File: src/design/lst_pkg.sv
package lst_pkg;

  // ****************************************************************
  // Trigger mode encoding
  // ****************************************************************
  localparam logic [2:0] LST_MODE_FREE_RUN   = 3'h0; // Internal timing, all lines
  localparam logic [2:0] LST_MODE_READOUT    = 3'h1; // trigger_readout_mode
  localparam logic [2:0] LST_MODE_FREE_MAX   = 3'h2; // Internal, max line rate
  localparam logic [2:0] LST_MODE_EXPOSURE   = 3'h4; // trigger_exposure_mode
  localparam logic [2:0] LST_MODE_CONTROLLED = 3'h5; // trigger_controlled_exposure_mode
  localparam int         LST_MODE_FRAME_BIT  = 3;    // Adds 8: frame edge gate
  localparam int         LST_MODE_LEVEL_BIT  = 4;    // Adds 16: active-low level gate

  // ****************************************************************
  // Command acknowledge codes
  // ****************************************************************
  localparam logic LST_ACK_OK     = 1'h0;
  localparam logic LST_ACK_NOT_OK = 1'h1;

  // ****************************************************************
  // Reset values and timing
  // ****************************************************************
  localparam int          LST_CLK_MHZ        = 125;
  localparam logic [4:0]  LST_RST_MODE       = 5'h00;
  localparam logic [14:0] LST_RST_DIVIDER    = 15'h0001;
  localparam logic [14:0] LST_RST_LINES      = 15'h0001;
  localparam logic [15:0] LST_RST_EXPOSURE   = 16'h00A2; // 162 us
  localparam logic [15:0] LST_RST_LINE_PER   = 16'h00A2; // Line period in us
  localparam logic [15:0] LST_MIN_EXPOSURE   = 16'h00A2;
  localparam logic [15:0] LST_MAX_EXPOSURE   = 16'h4E20; // 20000 us
  localparam logic [15:0] LST_MIN_LINE_PER   = 16'h00A2; // Fastest line, 6170 Hz
  localparam logic [6:0]  LST_US_CYCLES      = 7'(LST_CLK_MHZ);

  // ****************************************************************
  // Parameter record carried between command port and timing
  // ****************************************************************
  typedef struct packed {
    logic [4:0]  mode;      // Trigger mode plus frame flags
    logic [14:0] divider;   // Trigger divider ratio
    logic [14:0] lines;     // Lines per frame
    logic [15:0] exposure;  // Exposure time in us
    logic [15:0] line_per;  // Internal line period in us
  } lst_cfg_t;

  localparam lst_cfg_t LST_RST_CFG = '{LST_RST_MODE, LST_RST_DIVIDER, LST_RST_LINES,
                                      LST_RST_EXPOSURE, LST_RST_LINE_PER};

  // Set command selector
  typedef enum logic [2:0] {
    LST_SET_MODE, LST_SET_DIVIDER, LST_SET_LINES, LST_SET_EXPOSURE, LST_SET_LINE_PER, LST_SET_BAD
  } lst_sel_t;

endpackage : lst_pkg

File: src/design/lst_timing.sv
`timescale 1ns/10ps
// Function
// Primary trigger falling edge starts a line
// Second trigger input also qualifies edges
// Frame trigger falling edge launches frame
// Frame gating combines with any line mode
// Triggers pass through programmable divider
// Mode 0 free-runs at programmed period
// Mode 1 trigger reads out at line clock
// Source keeps trigger period above exposure
// Mode 4 trigger restarts timed exposure
// Mode 4 next trigger reads out line
// Mode 4 only with shutter control
// Mode 5 trigger starts exposure and readout
// Frame gating withholds video until edge
// Host programs lines per frame beforehand
// Colour lines blue, green, red, one apart
// Set commands acknowledged zero or one
// Settings persist in non-volatile store
// Request returns values, not acknowledge
// Mode value selects line trigger mode
// Plus 8 edge frame, plus 16 level
// Divider forwards one per N edges
module lst_timing #(
  parameter bit HAS_SHUTTER = 1'b1      // Variant implements integration control
) (
  input  wire logic              clk,
  input  wire logic              sys_rst,
  input  wire logic              line_trig_a_n,  // Primary line trigger pin
  input  wire logic              line_trig_b_n,  // Secondary line trigger pin
  input  wire logic              frame_trig_n,   // Frame trigger pin
  input  wire logic              cmd_valid,      // Command strobe
  input  wire logic              cmd_is_request, // High for request, low for set
  input  wire lst_pkg::lst_sel_t cmd_sel,        // Parameter selector
  input  wire logic [15:0]       cmd_value,      // Set value
  input  wire logic              nv_valid,       // Restore strobe from storage
  input  wire lst_pkg::lst_cfg_t nv_cfg,         // Record restored at start-up
  output lst_pkg::lst_cfg_t      nv_cfg_out,     // Record to store
  output logic                   nv_write,       // Store strobe
  output logic                   rsp_valid,      // Answer strobe
  output logic                   rsp_is_ack,     // Answer is acknowledge
  output logic [15:0]            rsp_data,       // Ack code or value
  output logic                   exposing,       // Exposure in progress
  output logic                   scan_begin_pulse, // Exposure start
  output logic                   readout_pulse,  // Line readout
  output logic [1:0]             readout_colour, // 0 blue,1 green,2 red
  output logic                   video_valid,    // Line data released
  output logic                   frame_active    // Frame in progress
);

  // ****************************************************************
  // Pin synchronisers
  // ****************************************************************
  logic [2:0] sync1;   // First stage, read only by sync2
  logic [2:0] sync2;   // Second stage
  logic [2:0] sync3;   // Previous value for edge detection

  // Three pins share one generate loop
  for (genvar i = 0; i < 3; i++) begin : g_sync
    wire logic pin = (i == 0) ? line_trig_a_n : (i == 1) ? line_trig_b_n : frame_trig_n;
    always_ff @(posedge clk) begin
      if (sys_rst) begin
        sync1[i] <= 1'b1;
        sync2[i] <= 1'b1;
        sync3[i] <= 1'b1;
      end else begin
        sync1[i] <= pin;
        sync2[i] <= sync1[i];
        sync3[i] <= sync2[i];
      end
    end
  end

  wire logic [2:0] fall = sync3 & ~sync2;       // Falling edges
  wire logic line_edge  = fall[0] | fall[1];
  wire logic frame_edge = fall[2];

  // ****************************************************************
  // Configuration and command channel
  // ****************************************************************
  lst_pkg::lst_cfg_t cfg;
  lst_pkg::lst_cfg_t next_cfg;
  logic              set_ok;

  wire logic [2:0] mode_low = cmd_value[2:0];
  // Mode 4 refused on variants without shutter control
  wire logic mode_ok = (cmd_value[15:5] == 11'h000) &&
                       (mode_low == lst_pkg::LST_MODE_FREE_RUN || mode_low == lst_pkg::LST_MODE_READOUT ||
                        mode_low == lst_pkg::LST_MODE_FREE_MAX || mode_low == lst_pkg::LST_MODE_CONTROLLED ||
                        (mode_low == lst_pkg::LST_MODE_EXPOSURE && HAS_SHUTTER)) &&
                       !(cmd_value[lst_pkg::LST_MODE_FRAME_BIT] && cmd_value[lst_pkg::LST_MODE_LEVEL_BIT]);
  wire logic cnt_ok  = (cmd_value[15] == 1'b0) && (cmd_value[14:0] != 15'h0000);
  wire logic exp_ok  = (cmd_value >= lst_pkg::LST_MIN_EXPOSURE) && (cmd_value <= lst_pkg::LST_MAX_EXPOSURE);
  wire logic per_ok  = (cmd_value >= lst_pkg::LST_MIN_LINE_PER);

  // Validate set value and form next record
  always_comb begin
    next_cfg = cfg;
    set_ok   = 1'b0;
    case (cmd_sel)
      lst_pkg::LST_SET_MODE: begin
        set_ok = mode_ok;
        if (mode_ok) next_cfg.mode = cmd_value[4:0];
      end
      lst_pkg::LST_SET_DIVIDER: begin
        set_ok = cnt_ok;
        if (cnt_ok) next_cfg.divider = cmd_value[14:0];
      end
      lst_pkg::LST_SET_LINES: begin
        set_ok = cnt_ok;
        if (cnt_ok) next_cfg.lines = cmd_value[14:0];
      end
      lst_pkg::LST_SET_EXPOSURE: begin
        set_ok = exp_ok;
        if (exp_ok) next_cfg.exposure = cmd_value;
      end
      lst_pkg::LST_SET_LINE_PER: begin
        set_ok = per_ok;
        if (per_ok) next_cfg.line_per = cmd_value;
      end
      default: set_ok = 1'b0;  // Unknown selector refused
    endcase
  end

  // Request readback value
  logic [15:0] req_val;
  always_comb begin
    case (cmd_sel)
      lst_pkg::LST_SET_MODE:     req_val = {11'h000, cfg.mode};
      lst_pkg::LST_SET_DIVIDER:  req_val = {1'h0, cfg.divider};
      lst_pkg::LST_SET_LINES:    req_val = {1'h0, cfg.lines};
      lst_pkg::LST_SET_EXPOSURE: req_val = cfg.exposure;
      lst_pkg::LST_SET_LINE_PER: req_val = cfg.line_per;
      default:                   req_val = 16'h0000;
    endcase
  end

  // Apply, answer and store; restore from storage takes precedence
  always_ff @(posedge clk) begin
    if (sys_rst) begin
      cfg        <= lst_pkg::LST_RST_CFG;
      nv_cfg_out <= lst_pkg::LST_RST_CFG;
      nv_write   <= 1'b0;
      rsp_valid  <= 1'b0;
      rsp_is_ack <= 1'b0;
      rsp_data   <= 16'h0000;
    end else begin
      nv_write  <= 1'b0;
      rsp_valid <= cmd_valid && !nv_valid;
      if (nv_valid) begin
        cfg <= nv_cfg;
      end else if (cmd_valid && cmd_is_request) begin
        rsp_is_ack <= 1'b0;
        rsp_data   <= req_val;
      end else if (cmd_valid) begin
        rsp_is_ack <= 1'b1;
        rsp_data   <= {15'h0000, set_ok ? lst_pkg::LST_ACK_OK : lst_pkg::LST_ACK_NOT_OK};
        if (set_ok) begin
          cfg        <= next_cfg;
          nv_cfg_out <= next_cfg;
          nv_write   <= 1'b1;
        end
      end
    end
  end

  // ****************************************************************
  // Trigger divider
  // ****************************************************************
  logic [14:0] div_cnt;
  wire logic   div_last  = (div_cnt + 15'h0001 >= cfg.divider);
  wire logic   trig      = line_edge && div_last;

  // Count qualified edges, forward every Nth
  always_ff @(posedge clk) begin
    if (sys_rst) div_cnt <= 15'h0000;
    else if (line_edge) div_cnt <= div_last ? 15'h0000 : div_cnt + 15'h0001;
  end

  // ****************************************************************
  // Microsecond tick and line / exposure timers
  // ****************************************************************
  logic [6:0]  us_cnt;
  wire logic   us_tick = (us_cnt == lst_pkg::LST_US_CYCLES - 7'h01);
  logic [15:0] line_cnt;   // Internal line clock, us
  logic [15:0] exp_cnt;    // Exposure elapsed, us

  wire logic [2:0] mode   = cfg.mode[2:0];
  wire logic m_free       = (mode == lst_pkg::LST_MODE_FREE_RUN) || (mode == lst_pkg::LST_MODE_FREE_MAX);
  wire logic m_readout    = (mode == lst_pkg::LST_MODE_READOUT);
  wire logic m_exposure   = (mode == lst_pkg::LST_MODE_EXPOSURE);
  wire logic m_controlled = (mode == lst_pkg::LST_MODE_CONTROLLED);
  // Max-rate mode runs at the shortest period
  wire logic [15:0] period = (mode == lst_pkg::LST_MODE_FREE_MAX) ? lst_pkg::LST_MIN_LINE_PER : cfg.line_per;
  wire logic line_clk     = us_tick && (line_cnt + 16'h0001 >= period);
  wire logic exp_done     = exposing && us_tick && (exp_cnt + 16'h0001 >= cfg.exposure);
  logic pend_readout;     // Mode 1 trigger waiting for line clock

  // Readout and exposure start decisions per mode
  wire logic do_readout = (m_free && line_clk) ||
                          (m_readout && line_clk && (pend_readout || trig)) ||
                          (m_exposure && trig) ||
                          (m_controlled && trig);
  wire logic do_start   = ((m_free || m_readout) && line_clk) ||
                          (m_exposure && trig) ||
                          (m_controlled && trig);

  // Free-running microsecond prescaler
  always_ff @(posedge clk) begin
    if (sys_rst) us_cnt <= 7'h00;
    else us_cnt <= us_tick ? 7'h00 : us_cnt + 7'h01;
  end

  // Internal line clock, period in us
  always_ff @(posedge clk) begin
    if (sys_rst) line_cnt <= 16'h0000;
    else if (line_clk) line_cnt <= 16'h0000;
    else if (us_tick) line_cnt <= line_cnt + 16'h0001;
  end

  // Mode 1 trigger is held until the next line clock
  always_ff @(posedge clk) begin
    if (sys_rst) pend_readout <= 1'b0;
    else if (!m_readout || line_clk) pend_readout <= 1'b0;
    else if (trig) pend_readout <= 1'b1;
  end

  // Exposure window; a start aborts any exposure in progress
  always_ff @(posedge clk) begin
    if (sys_rst) begin
      exposing <= 1'b0;
      exp_cnt  <= 16'h0000;
    end else if (do_start) begin
      exposing <= 1'b1;
      exp_cnt  <= 16'h0000;
    end else if (m_controlled) begin
      exposing <= exposing;
    end else if (exp_done) begin
      exposing <= 1'b0;
    end else if (exposing && us_tick) begin
      exp_cnt  <= exp_cnt + 16'h0001;
    end
  end

  // ****************************************************************
  // Frame gating
  // ****************************************************************
  logic [14:0] frame_left;
  wire logic   gate_edge  = cfg.mode[lst_pkg::LST_MODE_FRAME_BIT];
  wire logic   gate_level = cfg.mode[lst_pkg::LST_MODE_LEVEL_BIT];
  wire logic   gate_open  = gate_edge ? frame_active :
                            gate_level ? !sync2[2] : 1'b1;

  // Lines per frame count ends an edge-started frame
  always_ff @(posedge clk) begin
    if (sys_rst) begin
      frame_active <= 1'b0;
      frame_left   <= 15'h0000;
    end else if (!gate_edge) begin
      frame_active <= 1'b0;
    end else if (frame_edge && !frame_active) begin
      frame_active <= 1'b1;
      frame_left   <= cfg.lines;
    end else if (frame_active && do_readout) begin
      frame_left   <= frame_left - 15'h0001;
      if (frame_left == 15'h0001) frame_active <= 1'b0;
    end
  end

  // ****************************************************************
  // Line outputs and colour sequence
  // ****************************************************************
  // Colour index steps blue, green, red each line
  always_ff @(posedge clk) begin
    if (sys_rst) begin
      scan_begin_pulse <= 1'b0;
      readout_pulse    <= 1'b0;
      video_valid      <= 1'b0;
      readout_colour   <= 2'h0;
    end else begin
      scan_begin_pulse <= do_start;
      readout_pulse    <= do_readout;
      video_valid      <= do_readout && gate_open;
      if (do_readout) readout_colour <= (readout_colour == 2'h2) ? 2'h0 : readout_colour + 2'h1;
    end
  end

endmodule : lst_timing

File: config.mk
export PLATFORM = sky130hd
export DESIGN_NAME = lst_timing
export DESIGN_NICKNAME = d
export VERILOG_FILES = /design/src/design/lst_pkg.sv /design/src/design/lst_timing.sv
export SDC_FILE = /design/constraint.sdc
export NUM_CORES = 1
export LEC_CHECK = 0
export ABC_AREA = 0
export BUFFER_PORTS_ARGS = -buffer_cell sky130_fd_sc_hd__buf_2
export CAP_MARGIN = 40
export CORE_UTILIZATION = 60
export CTS_BUF_LIST = sky130_fd_sc_hd__clkbuf_2
export CTS_CLUSTER_DIAMETER = 200
export DETAILED_ROUTE_END_ITERATION = 6
export HOLD_SLACK_MARGIN = 0.03
export PLACE_DENSITY = 0.83
export SYNTH_ARGS = -nofsm -noshare
export SYNTH_HDL_FRONTEND = slang
export SYNTH_SLANG_ARGS = --single-unit
File: constraint.sdc
create_clock -name clk -period 4.65 [get_ports clk]
set_input_delay 0.465 -clock clk [delete_from_list [all_inputs] [get_ports clk]]
set_output_delay 0.465 -clock clk [all_outputs]
set_load 0.05 [all_outputs]
After elaboration in Yosys (flattened, before gate mapping)

Cells that the tools add are included.

Bits in registers: 239
Input bits: 94
Output and inout port bits: 93
Logic and storage cells: 171

Add/sub/neg operators: 6
$lt $le $gt $ge: 5
Eq/ne operators: 17
Mux-type cells: 35
Bitwise gates (word level): 10
Reductions and logical operators: 63

Operator list:

| operator                                                                              | count |
|---|---|
| 67-bit 2-to-1 mux                                                                     | 4 |
| 16-bit 2-to-1 mux                                                                     | 7 |
| 15-bit 2-to-1 mux                                                                     | 7 |
| 16-bit case mux with 5 select lines                                                   | 1 |
| 16-bit by 1-bit adder with 16-bit output (second input constant)                      | 2 |
| 16-bit greater-or-equal comparator                                                    | 2 |
| 1-bit logical AND                                                                     | 20 |
| 16-bit by 8-bit greater-or-equal comparator with 1-bit output (second input constant) | 1 |
| 16-bit by 15-bit <= comparator with 1-bit output (second input constant)              | 1 |
| 15-bit by 1-bit adder with 15-bit output (second input constant)                      | 1 |
| 15-bit by 1-bit == test with 1-bit output (second input constant)                     | 1 |
| 3-bit == test (second input constant)                                                 | 5 |
| 15-bit greater-or-equal comparator                                                    | 1 |
| 15-bit nonzero test                                                                   | 1 |
| 15-bit by 1-bit subtractor with 15-bit output (second input constant)                 | 1 |
| 1-bit logical OR                                                                      | 13 |
| 3-bit by 2-bit == test with 1-bit output (second input constant)                      | 4 |
| 1-bit 2-to-1 mux                                                                      | 12 |
| 2-bit nonzero test                                                                    | 6 |
| 2-bit OR reduction                                                                    | 6 |
| 11-bit logical NOT                                                                    | 1 |
| 5-bit 2-to-1 mux                                                                      | 2 |
| 3-bit by 1-bit == test with 1-bit output (second input constant)                      | 3 |
| 3-bit logical NOT                                                                     | 3 |
| other kinds (17)                                                                      | 31 |

Logic depth before layout (Yosys ltp)

Depth in word-level cells: 13
Gate-level depth with buffers: 17
Mapped depth without buffers: 16

Least setup slack after synthesis

OpenSTA, ideal clock, no wires.

Path kind: reg2reg
Start point: register exp_cnt[0]
End point: register exp_cnt[1]
Arrival time: 3845 ps
Setup slack: 678 ps
Stages on the path, launching flop included: 18
Period minus slack after synthesis: 3972 ps
Cells stage by stage: dfxtp_1 > ha_1 > and3_1 > and3_1 > and3_1 > and3_1 > and3_1 > and3_1 > xor2_1 > ha_1 > nand4_1 > nor2_1 > a21oi_1 > o211ai_1 > a2111oi_0 > clkbuf_1 > mux2i_1 > nor2_1

Cells in the longest elaborated chain, start to end: 5

Ends and longest elaborated chain:

| element                                      | line                                 | RTL |
|---|---|---|
| start, declared                              | lst_timing.sv:186                    | `logic [15:0] exp_cnt;` |
| start signal, assigned                       | lst_timing.sv:241                    | `exp_cnt <= exp_cnt + 16'h0001;` |
| 16-bit by 1-bit adder with 16-bit output (*) | lst_timing.sv:196, lst_timing.sv:241 |  |
| 16-bit greater-or-equal comparator           | lst_timing.sv:196                    | `wire logic exp_done = exposing && us_tick && (exp_cnt + 16'h0001 >= cfg.exposure);` |
| 1-bit logical AND                            | lst_timing.sv:196                    |  |
| 1-bit NOT (no line)                          | --                                   |  |
| 3-bit AND reduction (no line)                | --                                   |  |

Mark *: on every way between the ends. The rest lies on a longest branch, timed or not.
A chain may end at the register's enable or synchronous reset.

Worst setup path after layout

Same ends and word-level chain as after synthesis.

==> run metrics <==
area delta synth->final=18.52%; number of enable flip-flop cells after synthesis=0; hpwl dp=roughly 28 mm; H-tree depth=2; Max Clock Skew=49.72 ps; Die Wd=147.1 um; Slew headroom=0.4044; Slew @ Worst Pin=893.5 ps; RSZ-0062 raised after global routing=no; flops & latches, synth=239; initial drt markers=1,531; fin crit period=4255 ps; total track usage=0.3802; R2R Path End=exp_cnt[1]; most used cell, CP=and3_1; worst vdd ir=0.1922 mV; Post-CTS Repair Setup Buffers=0; Die Span Y=147.1 um; worst hold slack=98.25 ps; Worst EP required=5390 ps; filler cell count=1,594; Global Route met3 Usage=0.1059; Cell Area, Placed=13,700 sq um; gr busiest metal=met2; GPL Wtd Cong=1.021; reg-to-reg slack, setup=a little under 400 ps; Clock Path Buffers=3; FFs w/ async S/R, synth=0; Worst Hold Path EP=nv_cfg_out[14]; FMAX=0.2350 GHz; CP Capture Type=flop; share of cells above drive strength 1=0.2170; vias in the first global route=12.31k; Die ar.=21,630 sq um; met1 track utilization from global routing=0.4541; CP max FO=30; Setup violations, final=0; Clock Latency Late Sink=860 ps; CTS tree=built; sequential share of the synthesized area=0.3790; wirelength, routed=a little over 40 mm; Min-Delay Path Class=input pin to flop; MaxCap Viol Count=0; family with the most delay on the worst path=simple AND/OR/NAND/NOR gates; worst hold start=cmd_value[14]; Core Footprint=approximately 20,000 sq um; CTS Buf Count=58; CTS Root Cell=clkbuf_2; Overflow after GRT=0; fin nets=1,919; r2r worst-path depth=17; outcome=finished clean; IO Port Bufs=approximately 190; DR vias/cell=6.168; Starting Density=0.6180; Rows=52; crit path DAT=about 5000 ps; clk slew on worst S/H paths=100 ps; synthesized area per cell=8.241 sq um; Final Cell Area=14,960 sq um; Slowest cell on crit path=dfxtp_1; clk sinks=239; Design Power=4.174 mW; initial antenna violation count=2; Remaining DRCs=0; fin cells=2,088; Pwr Density=278.9 nW/um^2; Syn Inst Count=between 1.5k and 2k; P_leak=6.644 nW; synthesized area=roughly 13,000 sq um; startpoint types=flop; hold path cells=5; Synth warnings=0; first-pass GRT wire length=between 60 and 70 mm; placed cells=roughly 1.9k; endpoints failing hold=0; critical-path cell list=ha_1, and3_1, and3_1, and3_1, and3_1, and3_1, and3_1, xor2_1, ha_1, nand4_1, nor2_1, a21oi_1, o211ai_1, a2111oi_2, buf_4, mux2i_1, nor2_1; via count=~13k; CP peak stage delay=410 ps; global routing usage on met2=0.6132; setup tns final=0 ps; Cell variety after synth=73; syn_nets=1,680; fin crit share=0.9151; Crit Path Category=flop to flop; commonest non-fill, non-tap cells in the layout=nand2_1, dfxtp_1, buf_2; WL/cell=19.91 um; antenna-violating nets left=0; top_reg_cell synth=dfxtp_1; Pins Over Slew Limit=0; Buf/Inv on CP=1; io pins=187; worst r2r src=exp_cnt[0]; most common cell after layout, fill and taps aside=nand2_1; largest net degree at the start of global routing=between 90 and 100; drt first pass iters=7
[through the flow]
stage	setup slack, ps	util
2_1_floorplan	677.9	-
3_3_place_gp	636.9	0.6687
3_5_place_dp	417.9	0.6704
4_1_cts	417.6	0.7320
5_1_grt	101.7	0.7324
6_report	394.7	0.7325
[layer usage]
layer / routed length, um / vias to the layer above
met5: 0 / -
met4: 2412 / 0
met3: 4972 / 188
met2: 19020 / 787
met1: 15160 / 5968
li1: - / 5936
[where the power goes]
group | switching (mW) | total [mW] | internal, mW
Sequential | 0.0721 | 2.18 | 2.11
Clock | 0.852 | 1.35 | 0.497
Combinational | 0.413 | 0.645 | 0.231
[tightest hold or removal path, stage by stage]
cell     delay (ps)
buf_2           180
nand2_1          80
nand2_1          40
nand2_1          70
a21oi_1          60
[synth_stat cells (5+ instances only)]
cell type / number / area share
a211oi_2: 19 / 0.019
a21bo_2: 14 / 0.011
a21o_1: 10 / 0.0059
a21oi_1: 110 / 0.044
a21oi_2: 6 / 0.0042
a221o_1: 8 / 0.0063
a222oi_1: 23 / 0.018
a22o_1: 15 / 0.010
a22oi_1: 47 / 0.028
a311oi_2: 11 / 0.013
a31oi_1: 16 / 0.0079
and2_1: 9 / 0.0045
and3_1: 26 / 0.013
buf_2: 10 / 0.0040
buf_6: 7 / 0.0062
clkbuf_1: 90 / 0.027
dfxtp_1: 239 / 0.38
ha_1: 54 / 0.054
inv_1: 54 / 0.016
mux2i_1: 27 / 0.021
nand2_1: 246 / 0.073
nand2b_1: 13 / 0.0064
nand3_1: 26 / 0.010
nand3b_1: 19 / 0.011
nand4_1: 10 / 0.0050
nor2_1: 146 / 0.043
nor2b_1: 10 / 0.0050
nor3_1: 29 / 0.011
nor4_1: 9 / 0.0045
o211ai_1: 7 / 0.0042
o21ai_0: 55 / 0.022
o22ai_1: 5 / 0.0025
o31ai_1: 14 / 0.0083
or2_2: 18 / 0.0089
or3_1: 5 / 0.0025
xnor2_1: 19 / 0.013
xor2_1: 47 / 0.033
[area by class of cell]
class | instances | area, sq um | share of cell area
diodes | 2 | 5.005 | 0.0003344
well taps | 270 | 337.8 | 0.02258
multi-input cells | 1127 | 7189 | 0.4804
inverters | 54 | 202.7 | 0.01355
repair buffers | 291 | 1938 | 0.1295
clock buffers | 87 | 435.4 | 0.02910
clock inverters | 18 | 71.32 | 0.004766
flip-flops and latches | 239 | 4785 | 0.3197
[repair_timing]
| item | in CTS | in global routing |
|---|---|---|
| hold buffers | 75 | 0 |
| hold endpoints to repair | 73 | 0 |
| resized for setup | 0 | 1 |
| setup endpoints to repair | 0 | 3 |
[registers in the layout (all words and copies together), names as in the netlist, 2 cells and up]
signal / cells
sync3: 3
line_cnt: 16
rsp_data: 16
us_cnt: 7
frame_left: 15
exp_cnt: 16
readout_colour: 2
cfg: 67
sync2: 3
div_cnt: 15
nv_cfg_out: 67
sync1: 3
[worst max-delay path by stage]
stage | from | end | slack [ps] | cells after the start
after floorplan | exp_cnt[0] | exp_cnt[1] | 680 | 17
after global placement | div_cnt[0] | frame_left[0] | 640 | 17
after detailed placement | exp_cnt[0] | exp_cnt[1] | 420 | 17
after CTS | exp_cnt[0] | exp_cnt[1] | 420 | 17
after global routing | exp_cnt[0] | exp_cnt[1] | 100 | 17
final | exp_cnt[0] | exp_cnt[1] | 390 | 17
[kinds of logic (layout without fill, tap and decap cells)]
| logic type | count (synthesis) | after routing | synth area share |
|---|---|---|---|
| fa+ha+maj | 54 | 54 | 0.05351 |
| simple gates | 582 | 582 | 0.2107 |
| flops | 239 | 239 | 0.3790 |
| xor+xnor | 66 | 66 | 0.04578 |
| buf+inv | 166 | 450 | 0.05480 |
| compound gates | 394 | 394 | 0.2313 |
| other cells | 0 | 2 | 0 |
| mux | 31 | 31 | 0.02497 |
(Power assumes the default switching activity.)
